`config.mk`:
```
export PLATFORM = sky130hd
export DESIGN_NAME = fixed_pulse_positioning
export DESIGN_NICKNAME = d
export VERILOG_FILES = /design/src/common/pos_pkg.sv /design/src/design/fixed_pulse_positioning.sv
export SDC_FILE = /design/constraint.sdc
export NUM_CORES = 2
export LEC_CHECK = 0
export BUFFER_PORTS_ARGS = -buffer_cell sky130_fd_sc_hd__buf_2
export CAP_MARGIN = 20
export CORE_UTILIZATION = 60
export DETAILED_ROUTE_END_ITERATION = 10
export HOLD_SLACK_MARGIN = 0.06
export PLACE_DENSITY = 0.77
export SKIP_CTS_REPAIR_TIMING = 1
export SYNTH_ARGS = -nofsm -noshare
export SYNTH_HDL_FRONTEND = slang
export SYNTH_SLANG_ARGS = --single-unit
export TNS_END_PERCENT = 30
```
`constraint.sdc`:
```
create_clock -name clock -period 28.5 [get_ports clock]
set_clock_uncertainty 0.2 [all_clocks]
set_input_delay 5.7 -clock clock [delete_from_list [all_inputs] [get_ports clock]]
set_output_delay 5.7 -clock clock [all_outputs]
set_load 0.05 [all_outputs]
```
`src/common/pos_pkg.sv`:
```
// package: register map, commands, timing and types of the positioning engine
package pos_pkg;
   // timing
   localparam int CLK_PERIOD_NS = 40;
   localparam int ACCEL_TICK_NS = 10000;
   localparam int ACCEL_TICK_CYCLES =
      (ACCEL_TICK_NS + CLK_PERIOD_NS - 1) / CLK_PERIOD_NS;
   localparam logic [7:0] ACCEL_TICK_LAST = 8'(ACCEL_TICK_CYCLES - 1);

   // register byte addresses
   localparam logic [7:0] ADDR_CMD = 8'h00;
   localparam logic [7:0] ADDR_DATA = 8'h04;
   localparam logic [7:0] ADDR_TARGET = 8'h08;
   localparam logic [7:0] ADDR_ACCEL = 8'h0C;
   localparam logic [7:0] ADDR_DECEL = 8'h10;
   localparam logic [7:0] ADDR_INIT_SPEED = 8'h14;
   localparam logic [7:0] ADDR_DRIVE_SPEED = 8'h18;
   localparam logic [7:0] ADDR_MODE3 = 8'h1C;
   localparam logic [7:0] ADDR_OFFSET = 8'h20;
   localparam logic [7:0] ADDR_LOGICAL = 8'h24;
   localparam logic [7:0] ADDR_REAL = 8'h28;
   localparam logic [7:0] ADDR_MANUAL = 8'h2C;

   // command codes
   localparam logic [7:0] CMD_SET_MANUAL = 8'h07;
   localparam logic [7:0] CMD_REL = 8'h50;
   localparam logic [7:0] CMD_CREL = 8'h51;
   localparam logic [7:0] CMD_CONT_PLUS = 8'h52;
   localparam logic [7:0] CMD_CONT_MINUS = 8'h53;
   localparam logic [7:0] CMD_ABS = 8'h54;
   localparam logic [7:0] CMD_STOP_DECEL = 8'h5E;
   localparam logic [7:0] CMD_STOP_INSTANT = 8'h5F;

   // mode register three fields
   localparam int MODE_MANUAL_BIT = 0;
   localparam int MODE_ACCEL_BIT = 1;
   localparam int MODE_STOP_EN_BIT = 2;

   // reset values
   localparam logic [31:0] REG_RESET = 32'h0000_0000;
   localparam logic [31:0] OFFSET_RESET = 32'h0000_0000;

   typedef struct packed {
      logic [7:0] addr;
      logic [31:0] wdata;
      logic wr;
      logic rd;
   } reg_req_t;

   typedef struct packed {
      logic pulse;
      logic dir_minus;
   } motor_out_t;

   typedef enum logic [1:0] {
      ST_IDLE = 2'b00,
      ST_ACCEL = 2'b01,
      ST_CONST = 2'b11,
      ST_DECEL = 2'b10
   } drive_state_t;

   typedef enum logic [1:0] {
      KIND_REL = 2'b00,
      KIND_CREL = 2'b01,
      KIND_ABS = 2'b10,
      KIND_CONT = 2'b11
   } drive_kind_t;
endpackage

```
`src/design/fixed_pulse_positioning.sv`:
```
// design: one-axis pulse positioning engine with register port
//
// The address map and the strobed register port are this design's own decisions.
`timescale 1ns/1ps
`default_nettype none

//Overview of operation
// - fixed drives emit exactly the target count, then end
// - continuous drives run until a stop command or enabled stop input
// - relative drive: positive count moves plus, negative moves minus
// - symmetric profile decelerates once remaining drops to accel pulses or below
// - command 50h starts a relative drive
// - absolute drive takes direction and count from target minus position
// - command 54h starts an absolute drive
// - counter-relative drive moves opposite to the sign of the count
// - command 51h starts a counter-relative drive
// - a new target during relative drives applies to the running drive
// - target raised during deceleration makes the drive accelerate again
// - new target below pulses already emitted halts output at once
// - target change in S-curve deceleration need not follow the curve
// - absolute drives ignore target rewrites
// - deceleration point is computed automatically unless manual mode
// - manual mode decelerates at the host supplied point
// - logical counter counts drive pulses, real counter counts encoder
// - mode three bit 0 selects manual mode; command 07h sets the point
// - commands 52h and 53h start plus and minus continuous drives
// - deceleration offset resets to zero; positive offset decelerates early
module fixed_pulse_positioning (
   // clock and reset
   input wire logic clock,
   input wire logic rst,
   // register port
   input wire pos_pkg::reg_req_t bus,
   output logic [31:0] rdata,
   // encoder and stop input
   input wire logic enc_up,
   input wire logic enc_down,
   input wire logic stop_in,
   // motor driver side
   output pos_pkg::motor_out_t motor,
   output logic busy
);
   import pos_pkg::*;

   function automatic logic hit(input reg_req_t r, input logic [7:0] a);
      return r.addr == a;
   endfunction

   function automatic logic [31:0] mag(input logic [31:0] v);
      return v[31] ? 32'(-v) : v;
   endfunction

   logic [31:0] target, data_hold, decel_offset, manual_point;
   logic [15:0] accel_rate, decel_rate;
   logic [15:0] initial_speed_value, drive_speed_value;
   logic [2:0] mode_register_three;
   logic [31:0] logical_pos, real_pos, emitted, tabs, accel_cnt;
   logic [15:0] speed, acc;
   logic [7:0] tick_cnt;
   logic dir_minus, stopping, pulse_q;
   drive_state_t state;
   drive_kind_t kind;

   logic cmd_wr, tgt_wr, start_cmd, instant, fixed, rel_kind;
   logic manual, accel_en, tick, pulse_now, decel_req, end_now;
   logic override_halt, auto_hit, target_sign, abs_diff_sign;
   logic [7:0] cmd;
   logic [31:0] remaining, abs_diff;
   logic [16:0] next_acc, up_sum;
   logic [15:0] eff_decel;
   logic signed [33:0] auto_limit;

   assign cmd = bus.wdata[7:0];
   assign cmd_wr = bus.wr && hit(bus, ADDR_CMD);
   assign tgt_wr = bus.wr && hit(bus, ADDR_TARGET);
   assign busy = state != ST_IDLE;
   // drive commands while busy are ignored; only stops and command 07h act then
   assign start_cmd = cmd_wr && !busy && (cmd == CMD_REL ||
      cmd == CMD_CREL || cmd == CMD_ABS || cmd == CMD_CONT_PLUS ||
      cmd == CMD_CONT_MINUS);
   assign instant = cmd_wr && busy && cmd == CMD_STOP_INSTANT;
   assign fixed = kind != KIND_CONT;
   assign rel_kind = kind == KIND_REL || kind == KIND_CREL;
   assign manual = mode_register_three[MODE_MANUAL_BIT];
   assign accel_en = mode_register_three[MODE_ACCEL_BIT];
   assign target_sign = target[31];
   assign abs_diff = target - logical_pos;
   assign abs_diff_sign = abs_diff[31];
   assign remaining = tabs - emitted;
   assign tick = tick_cnt == ACCEL_TICK_LAST;
   assign eff_decel = (decel_rate == 16'h0000) ? accel_rate : decel_rate;
   assign next_acc = {1'b0, acc} + {1'b0, speed};
   assign up_sum = {1'b0, speed} + {1'b0, accel_rate};
   // a fixed drive never emits past its count
   assign pulse_now = busy && next_acc[16] && !override_halt &&
      !(fixed && remaining == 32'h0000_0000);
   // a target at or under the emitted count stops at once; the pulse due in
   // that cycle is dropped too, so the count never passes the new target
   assign override_halt = tgt_wr && busy && rel_kind &&
      mag(bus.wdata) <= emitted;
   // offset is signed; a negative one can cut the ramp short
   assign auto_limit = $signed({2'b00, accel_cnt}) +
      $signed({{2{decel_offset[31]}}, decel_offset});
   assign auto_hit = $signed({2'b00, remaining}) <= auto_limit;
   // S-curve shaping is not modelled, so a rewrite never tracks it
   assign decel_req = accel_en && (stopping || (fixed && (manual ?
      remaining <= manual_point : auto_hit)));
   assign end_now = busy && (instant || override_halt ||
      (fixed && remaining == 32'h0000_0000) ||
      (stopping && (!accel_en || (state == ST_DECEL &&
      speed <= initial_speed_value))));
   assign motor = '{pulse: pulse_q, dir_minus: dir_minus};

   // parameter registers
   always_ff @(posedge clock or posedge rst) begin
      if (rst) begin
         target <= REG_RESET;
         data_hold <= REG_RESET;
         accel_rate <= REG_RESET[15:0];
         decel_rate <= REG_RESET[15:0];
         initial_speed_value <= REG_RESET[15:0];
         drive_speed_value <= REG_RESET[15:0];
         mode_register_three <= REG_RESET[2:0];
         decel_offset <= OFFSET_RESET;
         manual_point <= REG_RESET;
      end else if (bus.wr) begin
         if (hit(bus, ADDR_DATA)) begin
            data_hold <= bus.wdata;
         end else if (hit(bus, ADDR_TARGET)) begin
            target <= bus.wdata;
         end else if (hit(bus, ADDR_ACCEL)) begin
            accel_rate <= bus.wdata[15:0];
         end else if (hit(bus, ADDR_DECEL)) begin
            decel_rate <= bus.wdata[15:0];
         end else if (hit(bus, ADDR_INIT_SPEED)) begin
            initial_speed_value <= bus.wdata[15:0];
         end else if (hit(bus, ADDR_DRIVE_SPEED)) begin
            drive_speed_value <= bus.wdata[15:0];
         end else if (hit(bus, ADDR_MODE3)) begin
            mode_register_three <= bus.wdata[2:0];
         end else if (hit(bus, ADDR_OFFSET)) begin
            decel_offset <= bus.wdata;
         end else if (cmd_wr && cmd == CMD_SET_MANUAL) begin
            manual_point <= data_hold;
         end
      end
   end

   // drive kind, direction and pulse target
   always_ff @(posedge clock or posedge rst) begin
      if (rst) begin
         kind <= KIND_REL;
         dir_minus <= 1'b0;
         tabs <= REG_RESET;
      end else if (start_cmd) begin
         if (cmd == CMD_REL) begin
            kind <= KIND_REL;
            dir_minus <= target[31];
            tabs <= mag(target);
         end else if (cmd == CMD_CREL) begin
            kind <= KIND_CREL;
            dir_minus <= ~target[31];
            tabs <= mag(target);
         end else if (cmd == CMD_ABS) begin
            kind <= KIND_ABS;
            dir_minus <= abs_diff[31];
            tabs <= mag(abs_diff);
         end else begin
            kind <= KIND_CONT;
            dir_minus <= cmd == CMD_CONT_MINUS;
            tabs <= REG_RESET;
         end
      end else if (tgt_wr && busy && rel_kind && !override_halt) begin
         // absolute drives fall through and keep their count
         tabs <= mag(bus.wdata);
      end
   end

   // drive sequencer
   always_ff @(posedge clock or posedge rst) begin
      if (rst) begin
         state <= ST_IDLE;
      end else begin
         case (state)
            ST_IDLE: begin
               if (start_cmd) begin
                  state <= accel_en ? ST_ACCEL : ST_CONST;
               end
            end
            ST_ACCEL, ST_CONST: begin
               if (end_now) begin
                  state <= ST_IDLE;
               end else if (decel_req) begin
                  state <= ST_DECEL;
               end else if (state == ST_ACCEL &&
                            speed >= drive_speed_value) begin
                  state <= ST_CONST;
               end
            end
            ST_DECEL: begin
               if (end_now) begin
                  state <= ST_IDLE;
               end else if (!decel_req) begin
                  state <= ST_ACCEL;
               end
            end
            default: state <= ST_IDLE;
         endcase
      end
   end

   // stop request latch; cleared only when the drive has ended
   always_ff @(posedge clock or posedge rst) begin
      if (rst) begin
         stopping <= 1'b0;
      end else if (!busy) begin
         stopping <= 1'b0;
      end else if ((cmd_wr && cmd == CMD_STOP_DECEL) ||
                   (mode_register_three[MODE_STOP_EN_BIT] && stop_in)) begin
         stopping <= 1'b1;
      end
   end

   // ramp tick divider
   always_ff @(posedge clock or posedge rst) begin
      if (rst) begin
         tick_cnt <= 8'h00;
      end else if (tick || !busy) begin
         tick_cnt <= 8'h00;
      end else begin
         tick_cnt <= tick_cnt + 8'h01;
      end
   end

   // speed ramp; units are 1/65536 pulse per clock
   always_ff @(posedge clock or posedge rst) begin
      if (rst) begin
         speed <= 16'h0000;
      end else if (start_cmd) begin
         speed <= accel_en ? initial_speed_value : drive_speed_value;
      end else if (!busy) begin
         speed <= 16'h0000;
      end else if (state == ST_CONST && !accel_en) begin
         speed <= drive_speed_value;
      end else if (tick && state == ST_ACCEL) begin
         speed <= (up_sum >= {1'b0, drive_speed_value}) ?
            drive_speed_value : up_sum[15:0];
      end else if (tick && state == ST_DECEL) begin
         speed <= ({1'b0, speed} <= {1'b0, initial_speed_value} +
            {1'b0, eff_decel}) ? initial_speed_value : speed - eff_decel;
      end
   end

   // pulse phase accumulator and emitted counters
   always_ff @(posedge clock or posedge rst) begin
      if (rst) begin
         acc <= 16'h0000;
         pulse_q <= 1'b0;
         emitted <= REG_RESET;
         accel_cnt <= REG_RESET;
      end else if (start_cmd) begin
         acc <= 16'h0000;
         pulse_q <= 1'b0;
         emitted <= REG_RESET;
         accel_cnt <= REG_RESET;
      end else begin
         acc <= busy ? next_acc[15:0] : 16'h0000;
         pulse_q <= pulse_now;
         if (pulse_now) begin
            emitted <= emitted + 32'h0000_0001;
            if (state == ST_ACCEL) begin
               accel_cnt <= accel_cnt + 32'h0000_0001;
            end
         end
      end
   end

   // position counters; a pulse wins over a software write
   always_ff @(posedge clock or posedge rst) begin
      if (rst) begin
         logical_pos <= REG_RESET;
      end else if (pulse_now) begin
         logical_pos <= dir_minus ? logical_pos - 32'h0000_0001 :
            logical_pos + 32'h0000_0001;
      end else if (bus.wr && hit(bus, ADDR_LOGICAL)) begin
         logical_pos <= bus.wdata;
      end
   end

   always_ff @(posedge clock or posedge rst) begin
      if (rst) begin
         real_pos <= REG_RESET;
      end else if (enc_up != enc_down) begin
         real_pos <= enc_up ? real_pos + 32'h0000_0001 :
            real_pos - 32'h0000_0001;
      end else if (bus.wr && hit(bus, ADDR_REAL)) begin
         real_pos <= bus.wdata;
      end
   end

   // read data valid only in the cycle after the strobe
   always_ff @(posedge clock or posedge rst) begin
      if (rst) begin
         rdata <= REG_RESET;
      end else if (!bus.rd) begin
         rdata <= REG_RESET;
      end else if (hit(bus, ADDR_CMD)) begin
         rdata <= {27'h0, stopping, dir_minus, state, busy};
      end else if (hit(bus, ADDR_DATA)) begin
         rdata <= data_hold;
      end else if (hit(bus, ADDR_TARGET)) begin
         rdata <= target;
      end else if (hit(bus, ADDR_ACCEL)) begin
         rdata <= {16'h0000, accel_rate};
      end else if (hit(bus, ADDR_DECEL)) begin
         rdata <= {16'h0000, decel_rate};
      end else if (hit(bus, ADDR_INIT_SPEED)) begin
         rdata <= {16'h0000, initial_speed_value};
      end else if (hit(bus, ADDR_DRIVE_SPEED)) begin
         rdata <= {16'h0000, drive_speed_value};
      end else if (hit(bus, ADDR_MODE3)) begin
         rdata <= {29'h0, mode_register_three};
      end else if (hit(bus, ADDR_OFFSET)) begin
         rdata <= decel_offset;
      end else if (hit(bus, ADDR_LOGICAL)) begin
         rdata <= logical_pos;
      end else if (hit(bus, ADDR_REAL)) begin
         rdata <= real_pos;
      end else if (hit(bus, ADDR_MANUAL)) begin
         rdata <= manual_point;
      end else begin
         rdata <= REG_RESET;
      end
   end
endmodule // fixed_pulse_positioning

`default_nettype wire

```
Yosys cells after proc, flatten, opt, wreduce, memory -nomap -nowiden
Index checks and enable logic that the tools add are counted.
{"block": "word_totals", "register_bits": 434, "input_bits": 47}
{"block": "op_classes", "addsub": 17, "magnitude_cmp": 7, "n_eq_ne": 31, "n_mux": 62, "n_bitwise": 9, "n_reduce_logical": 67}
{"cell": "$mux 32", "count": 32}
{"cell": "$mux 16", "count": 11}
{"cell": "$add 32x1->32 const B", "count": 4}
{"cell": "$neg 32->32", "count": 3}
{"cell": "$le 32x32->1", "count": 2}
{"cell": "$sub 32x1->32 const B", "count": 2}
{"cell": "$sub 32x32->32", "count": 2}
{"cell": "$eq 8x7->1 const B", "count": 7}
{"cell": "$add 16x16->17", "count": 3}
{"cell": "$add 33x32->34", "count": 1}
{"cell": "$le 33x34->1", "count": 1}
{"cell": "$eq 8x5->1 const B", "count": 4}
{"cell": "$eq 8x6->1 const B", "count": 4}
{"cell": "$logic_not 32->1", "count": 1}
{"cell": "$logic_and 1x1->1", "count": 28}
{"cell": "$mux 2", "count": 9}
{"cell": "$ge 17x16->1", "count": 1}
{"cell": "$le 16x17->1", "count": 1}
{"cell": "$eq 8x3->1 const B", "count": 2}
{"cell": "$eq 8x4->1 const B", "count": 2}
{"cell": "$ge 16x16->1", "count": 1}
{"cell": "$le 16x16->1", "count": 1}
{"cell": "$logic_not 16->1", "count": 1}
{"cell": "$sub 16x16->16", "count": 1}
{"cell": "other kinds (29)", "count": 69}

Longest topological paths before layout
{"block": "logic_depth", "depth_word": 14, "mapped_depth": 31, "ltp_nobuf": 28}

Worst setup path after synthesis
OpenSTA, ideal clock, no wires.
{"block": "synth_timing", "kind": "input-to-reg", "from": "in bus[2] in the netlist's numbering", "to": "reg tabs[17]", "setup_time_ps": 118, "arrival_time_ps": 10703, "required_time_ps": 28182, "path_slack_ps": 17479, "path_stages": 23, "path_buffers": 3, "path_cell_list": "clkbuf_1 > inv_1 > ha_1 > clkbuf_1 > nand3_1 > or2_2 > nand2b_1 > or4_1 > nand2b_1 > o41ai_1 > xnor2_1 > ha_1 > a21o_1 > a21oi_1 > o21ai_0 > a221o_1 > nor4bb_1 > nor2_1 > nand2_1 > clkbuf_1 > mux2i_1 > o22ai_1 > a21o_1"}
{"block": "synth_via", "elab_chain_len": 7}
{"item": "start: declaration", "line_no": "fixed_pulse_positioning.sv:33", "source": "input wire pos_pkg::reg_req_t bus,"}
{"item": "$neg 32->32 (tied with other cells)", "line_no": "fixed_pulse_positioning.sv:50", "source": "return v[31] ? 32'(-v) : v;"}
{"item": "$mux 32 / $logic_or 1x1->1 (equally long branches)", "line_no": "fixed_pulse_positioning.sv:50, fixed_pulse_positioning.sv:78"}
{"item": "$le 32x32->1 (not written as such) / $logic_or 1x1->1 (equally long branches)", "line_no": "fixed_pulse_positioning.sv:100, fixed_pulse_positioning.sv:79"}
{"item": "$logic_and 1x1->1 / $logic_or 1x1->1 (equally long branches)", "line_no": "fixed_pulse_positioning.sv:99, fixed_pulse_positioning.sv:79"}
{"item": "$logic_not 1->1 / $logic_or 1x1->1 (equally long branches)", "line_no": "fixed_pulse_positioning.sv:173, fixed_pulse_positioning.sv:79"}
{"item": "$logic_and 1x1->1 (on tied branches)", "line_no": "fixed_pulse_positioning.sv:173, fixed_pulse_positioning.sv:78"}
{"item": "$reduce_bool 2->1 (no source line) / $mux 32 (equally long branches)"}
{"item": "end signal: assignment", "line_no": "fixed_pulse_positioning.sv:163", "source": "tabs <= mag(target);"}
{"item": "end signal: assignment", "line_no": "fixed_pulse_positioning.sv:167", "source": "tabs <= mag(abs_diff);"}
{"item": "end signal: assignment", "line_no": "fixed_pulse_positioning.sv:175", "source": "tabs <= mag(bus.wdata);"}
{"item": "end: declaration", "line_no": "fixed_pulse_positioning.sv:57", "source": "logic [31:0] logical_pos, real_pos, emitted, tabs, accel_cnt;"}
Several ways; a longest one is shown, not always the timed one. The select of a mux whose other input is x is not followed.
A chain may end at the register's enable or synchronous reset.

Worst setup path in the final report
{"block": "layout_timing", "from": "in bus[4] in the netlist's numbering", "to": "reg emitted[7]"}
{"block": "layout_via", "elab_chain_len": 8}
{"item": "$neg 32->32", "line_no": "fixed_pulse_positioning.sv:50"}
{"item": "$mux 32", "line_no": "fixed_pulse_positioning.sv:50"}
{"item": "$le 32x32->1 (not written as such)", "line_no": "fixed_pulse_positioning.sv:100", "source": "mag(bus.wdata) <= emitted;"}
{"item": "$logic_and 1x1->1", "line_no": "fixed_pulse_positioning.sv:99", "source": "assign override_halt = tgt_wr && busy && rel_kind &&"}
{"item": "$logic_not 1->1", "line_no": "fixed_pulse_positioning.sv:95", "source": "assign pulse_now = busy && next_acc[16] && !override_halt &&"}
{"item": "$logic_and 1x1->1 (2 in series)", "line_no": "fixed_pulse_positioning.sv:95"}
{"item": "$reduce_bool 2->1 (no source line)"}
{"item": "end signal: assignment", "line_no": "fixed_pulse_positioning.sv:270", "source": "emitted <= emitted + 32'h0000_0001;"}
{"item": "end: declaration", "line_no": "fixed_pulse_positioning.sv:57"}
Several ways; a longest one is shown, not always the timed one.

==> results.cfg <==
[outcome]
status = finished, final reports clean

[timing]
timing.final.ws_setup_ns = 16.22
timing_hold_violations_final = 0
fin_setup_tns_ns = 0
tightestPinTransition_ns = 1.21
setup_viol = 0
rsz0062_at_grt = no
fmax_mhz = 81.4
slew_headroom = 0.187
maxSlewViolCount = 0
min_period_ns = 12.28
fin_crit_sh = 0.431

[worst_setup_path]
critical_path_class = in -> reg
crit_arrival_ns = 12.63
cp.required_ns = 28.85
worst-path-buf-inv = 4
cp_slowest_cell = or4b_1
cp_max_fo = 45
critPathMaxStageDelay_ns = 0.59
crit_path_end_kind = flop
worstSetupStartpointType = input port
cpLargestDelayFamily = simple AND/OR/NAND/NOR gates

[cts]
cts-root-buf = clkbuf_16
path_clk_slew_ns = 0.06
clockBufferDepth = 3
clock_sinks = 434
numCtsBuffers = 52
insertion_delay_ns = 0.64
cts-htree-levels = 2
cts_tree = built

[logic_synthesis]
synth_edf_count = 0
synth.area.top_cells = dfrtp_1 29%, ha_1 13%, mux2_2 4.2%, xnor2_1 3.9%, o21ai_0 3.9%
synth_fp_nets = 4675
synth_top_area_frac = 0.294
synthCells = 4231
synth-seq-cells = 434
avgSynthCellArea_um2 = 8.72
ys_top_cells_by_count = 434 x dfrtp_1, 388 x ha_1, 313 x nand2_1
synth_top_cell_by_area = dfrtp_1
yosysSeqAreaShare = 0.294
synthMostInstantiatedCell = dfrtp_1
async_flop_share = 1.00
yosys_warnings = 0
synth_top_flop_cell = dfrtp_1
synth_cell_types = 91
synth_area_um2 = 36900

[grt]
antenna_found_initial = 13
grt_pass1_wl_mm = 194
grt_pass1_vias = 32184
grt-ovfl-total = 0
track_usage = 0.405
grt_max_degree = 174

[layout]
final_cell_count_no_fill = 5053
fillers = 5091
drive_above_1_share = 0.0990
final_area_um2 = 39900
syn2layout_area_growth_pct = 8.09
final_nets = 4666

[pwr]
power_density_nw_per_um2 = 76.7
p_total_w = 0.00306
peakVddDrop_mv = 0.0708
p_leak_nw = 19.3

[place]
gp_congestion = 1.03
dp_hpwl_mm = 97.3
place_ws_ns = 15.82
port_buffers = 81
dp_cells = 4949
place_area_um2 = 37900

[drt]
ant_nets = 0
wl_per_cell_um = 25.3
dr_total_vias = 34700
initialDrtViolationCount = 4846
dr.pass1.iters = 7
wirelength_mm = 128
route.detailed.drc = 0
viasPerCell = 6.87

[floorplanning]
core_um2 = 60600
ios = 82
start_util = 0.609
die_h_um = 250
die_area_um2 = 62500
row_count = 90
die_w_um = 250

[worst_hold_path]
hp-class = reg -> reg

[run]
cap_viol_max_count = 0
==> kinds of logic (layout without fill, tap and decap cells) <==
logic type	Yosys count	after routing	synth area share
compound gates	1307	1307	0.233
simple gates	1164	1164	0.157
flops	434	434	0.294
buf+inv	416	449	0.0443
fa+ha+maj	398	398	0.137
xor+xnor	277	277	0.0658
mux	235	235	0.0685
other cells	0	7	0
==> cell type report <==
type | instances | area (um2) | area share
diodes | 7 | 17.5 | 0.000439
multi-input cells | 3381 | 24500 | 0.614
flip-flops and latches | 434 | 10900 | 0.272
well taps | 782 | 978 | 0.0245
clock inverters | 33 | 502 | 0.0126
repair buffers | 120 | 708 | 0.0178
clock buffers | 63 | 1430 | 0.0359
inverters | 233 | 882 | 0.0221
==> path summary, 6_finish.rpt <==
check	start	to	slack (ns)	depth (start not counted)
hold reg to reg	kind[0]	kind[0]	0.28	2
setup reg to reg	decel_rate[11]	speed[0]	20.71	26
hold / removal	kind[0]	kind[0]	0.28	2
setup / recovery	bus[4]	emitted[7]	16.22	25
max in group asynchronous	rst	logical_pos[19]	20.65	4
min in group asynchronous	rst	logical_pos[31]	5.07	2
==> routing by layer <==
layer / global-route usage / routed length (um)
met5: 0 / 57
met4: 0.172 / 5850
met3: 0.112 / 17400
met2: 0.562 / 50900
met1: 0.584 / 53500
==> cells in the final DEF, fill, tap and decap left out, drive strengths merged, types with 26 or more instances in the layout <==
master	synthesis	final
a22oi	65	65
mux2i	97	97
xor2	111	111
a21oi	288	288
or4	26	26
or3	49	49
nor2	261	261
nand2b	59	59
o31ai	46	46
nand2	314	314
nor4	34	34
buf	25	120
and3	39	39
nor2b	45	45
clkbuf	158	63
mux2	138	138
xnor2	166	166
nand3	111	111
o21bai	28	28
inv	232	234
a31oi	51	51
o21a	47	47
and2	29	29
a21o	139	139
o211ai	43	43
nor3	78	78
dfrtp	434	434
ha	388	388
a221oi	40	40
nand4	61	61
o221ai	27	27
o21ai	310	310
a211oi	44	44
==> power breakdown <==
| group | total (W) | leakage, nW | switching [W] | internal, W |
|---|---|---|---|---|
| clock network | 0.000758 | 0.949 | 0.000299 | 0.000460 |
| logic | 0.00143 | 13.0 | 0.000864 | 0.000569 |
| registers | 0.000867 | 5.39 | 0.000157 | 0.000709 |
| total | 0.00306 | 19.3 | 0.00132 | 0.00174 |
==> through the flow <==
stage | hold WS, ns | util
after floorplan | 0.239 | -
after global placement | 0.250 | 0.626
after detailed placement | 0.265 | 0.626
after CTS | 0.282 | 0.658
after global routing | 0.297 | 0.658
final | 0.279 | 0.658
==> state kept, by name, indices dropped and copies added, names as in the netlist, 32 cells and up <==
signal        count
accel_cnt        32
data_hold        32
decel_offset     32
emitted          32
logical_pos      32
manual_point     32
rdata            32
real_pos         32
tabs             32
target           32
==> worst register-to-register path: stages (launching register included) <==
cell and delay [ns]:
dfrtp_1 0.42, nor4_1 0.73, and4_1 0.80, a21o_1 0.31
ha_1 0.26, a21o_1 0.18, a21oi_1 0.21, o21ai_0 0.11
a21oi_1 0.25, o21bai_1 0.10, a21oi_1 0.26, o21ai_0 0.29
o41ai_1 0.62, xor2_1 0.14, ha_1 0.32, nand4_1 0.17
nor2_1 0.31, o21ai_0 0.15, a21o_1 0.22, a31oi_1 0.15
nor3_1 0.07, nor3_2 0.17, buf_4 0.36, mux2i_1 0.29
a21oi_1 0.09, o221ai_1 0.24, o221ai_1 0.17
No activity file was read; power rests on OpenSTA's default activity.
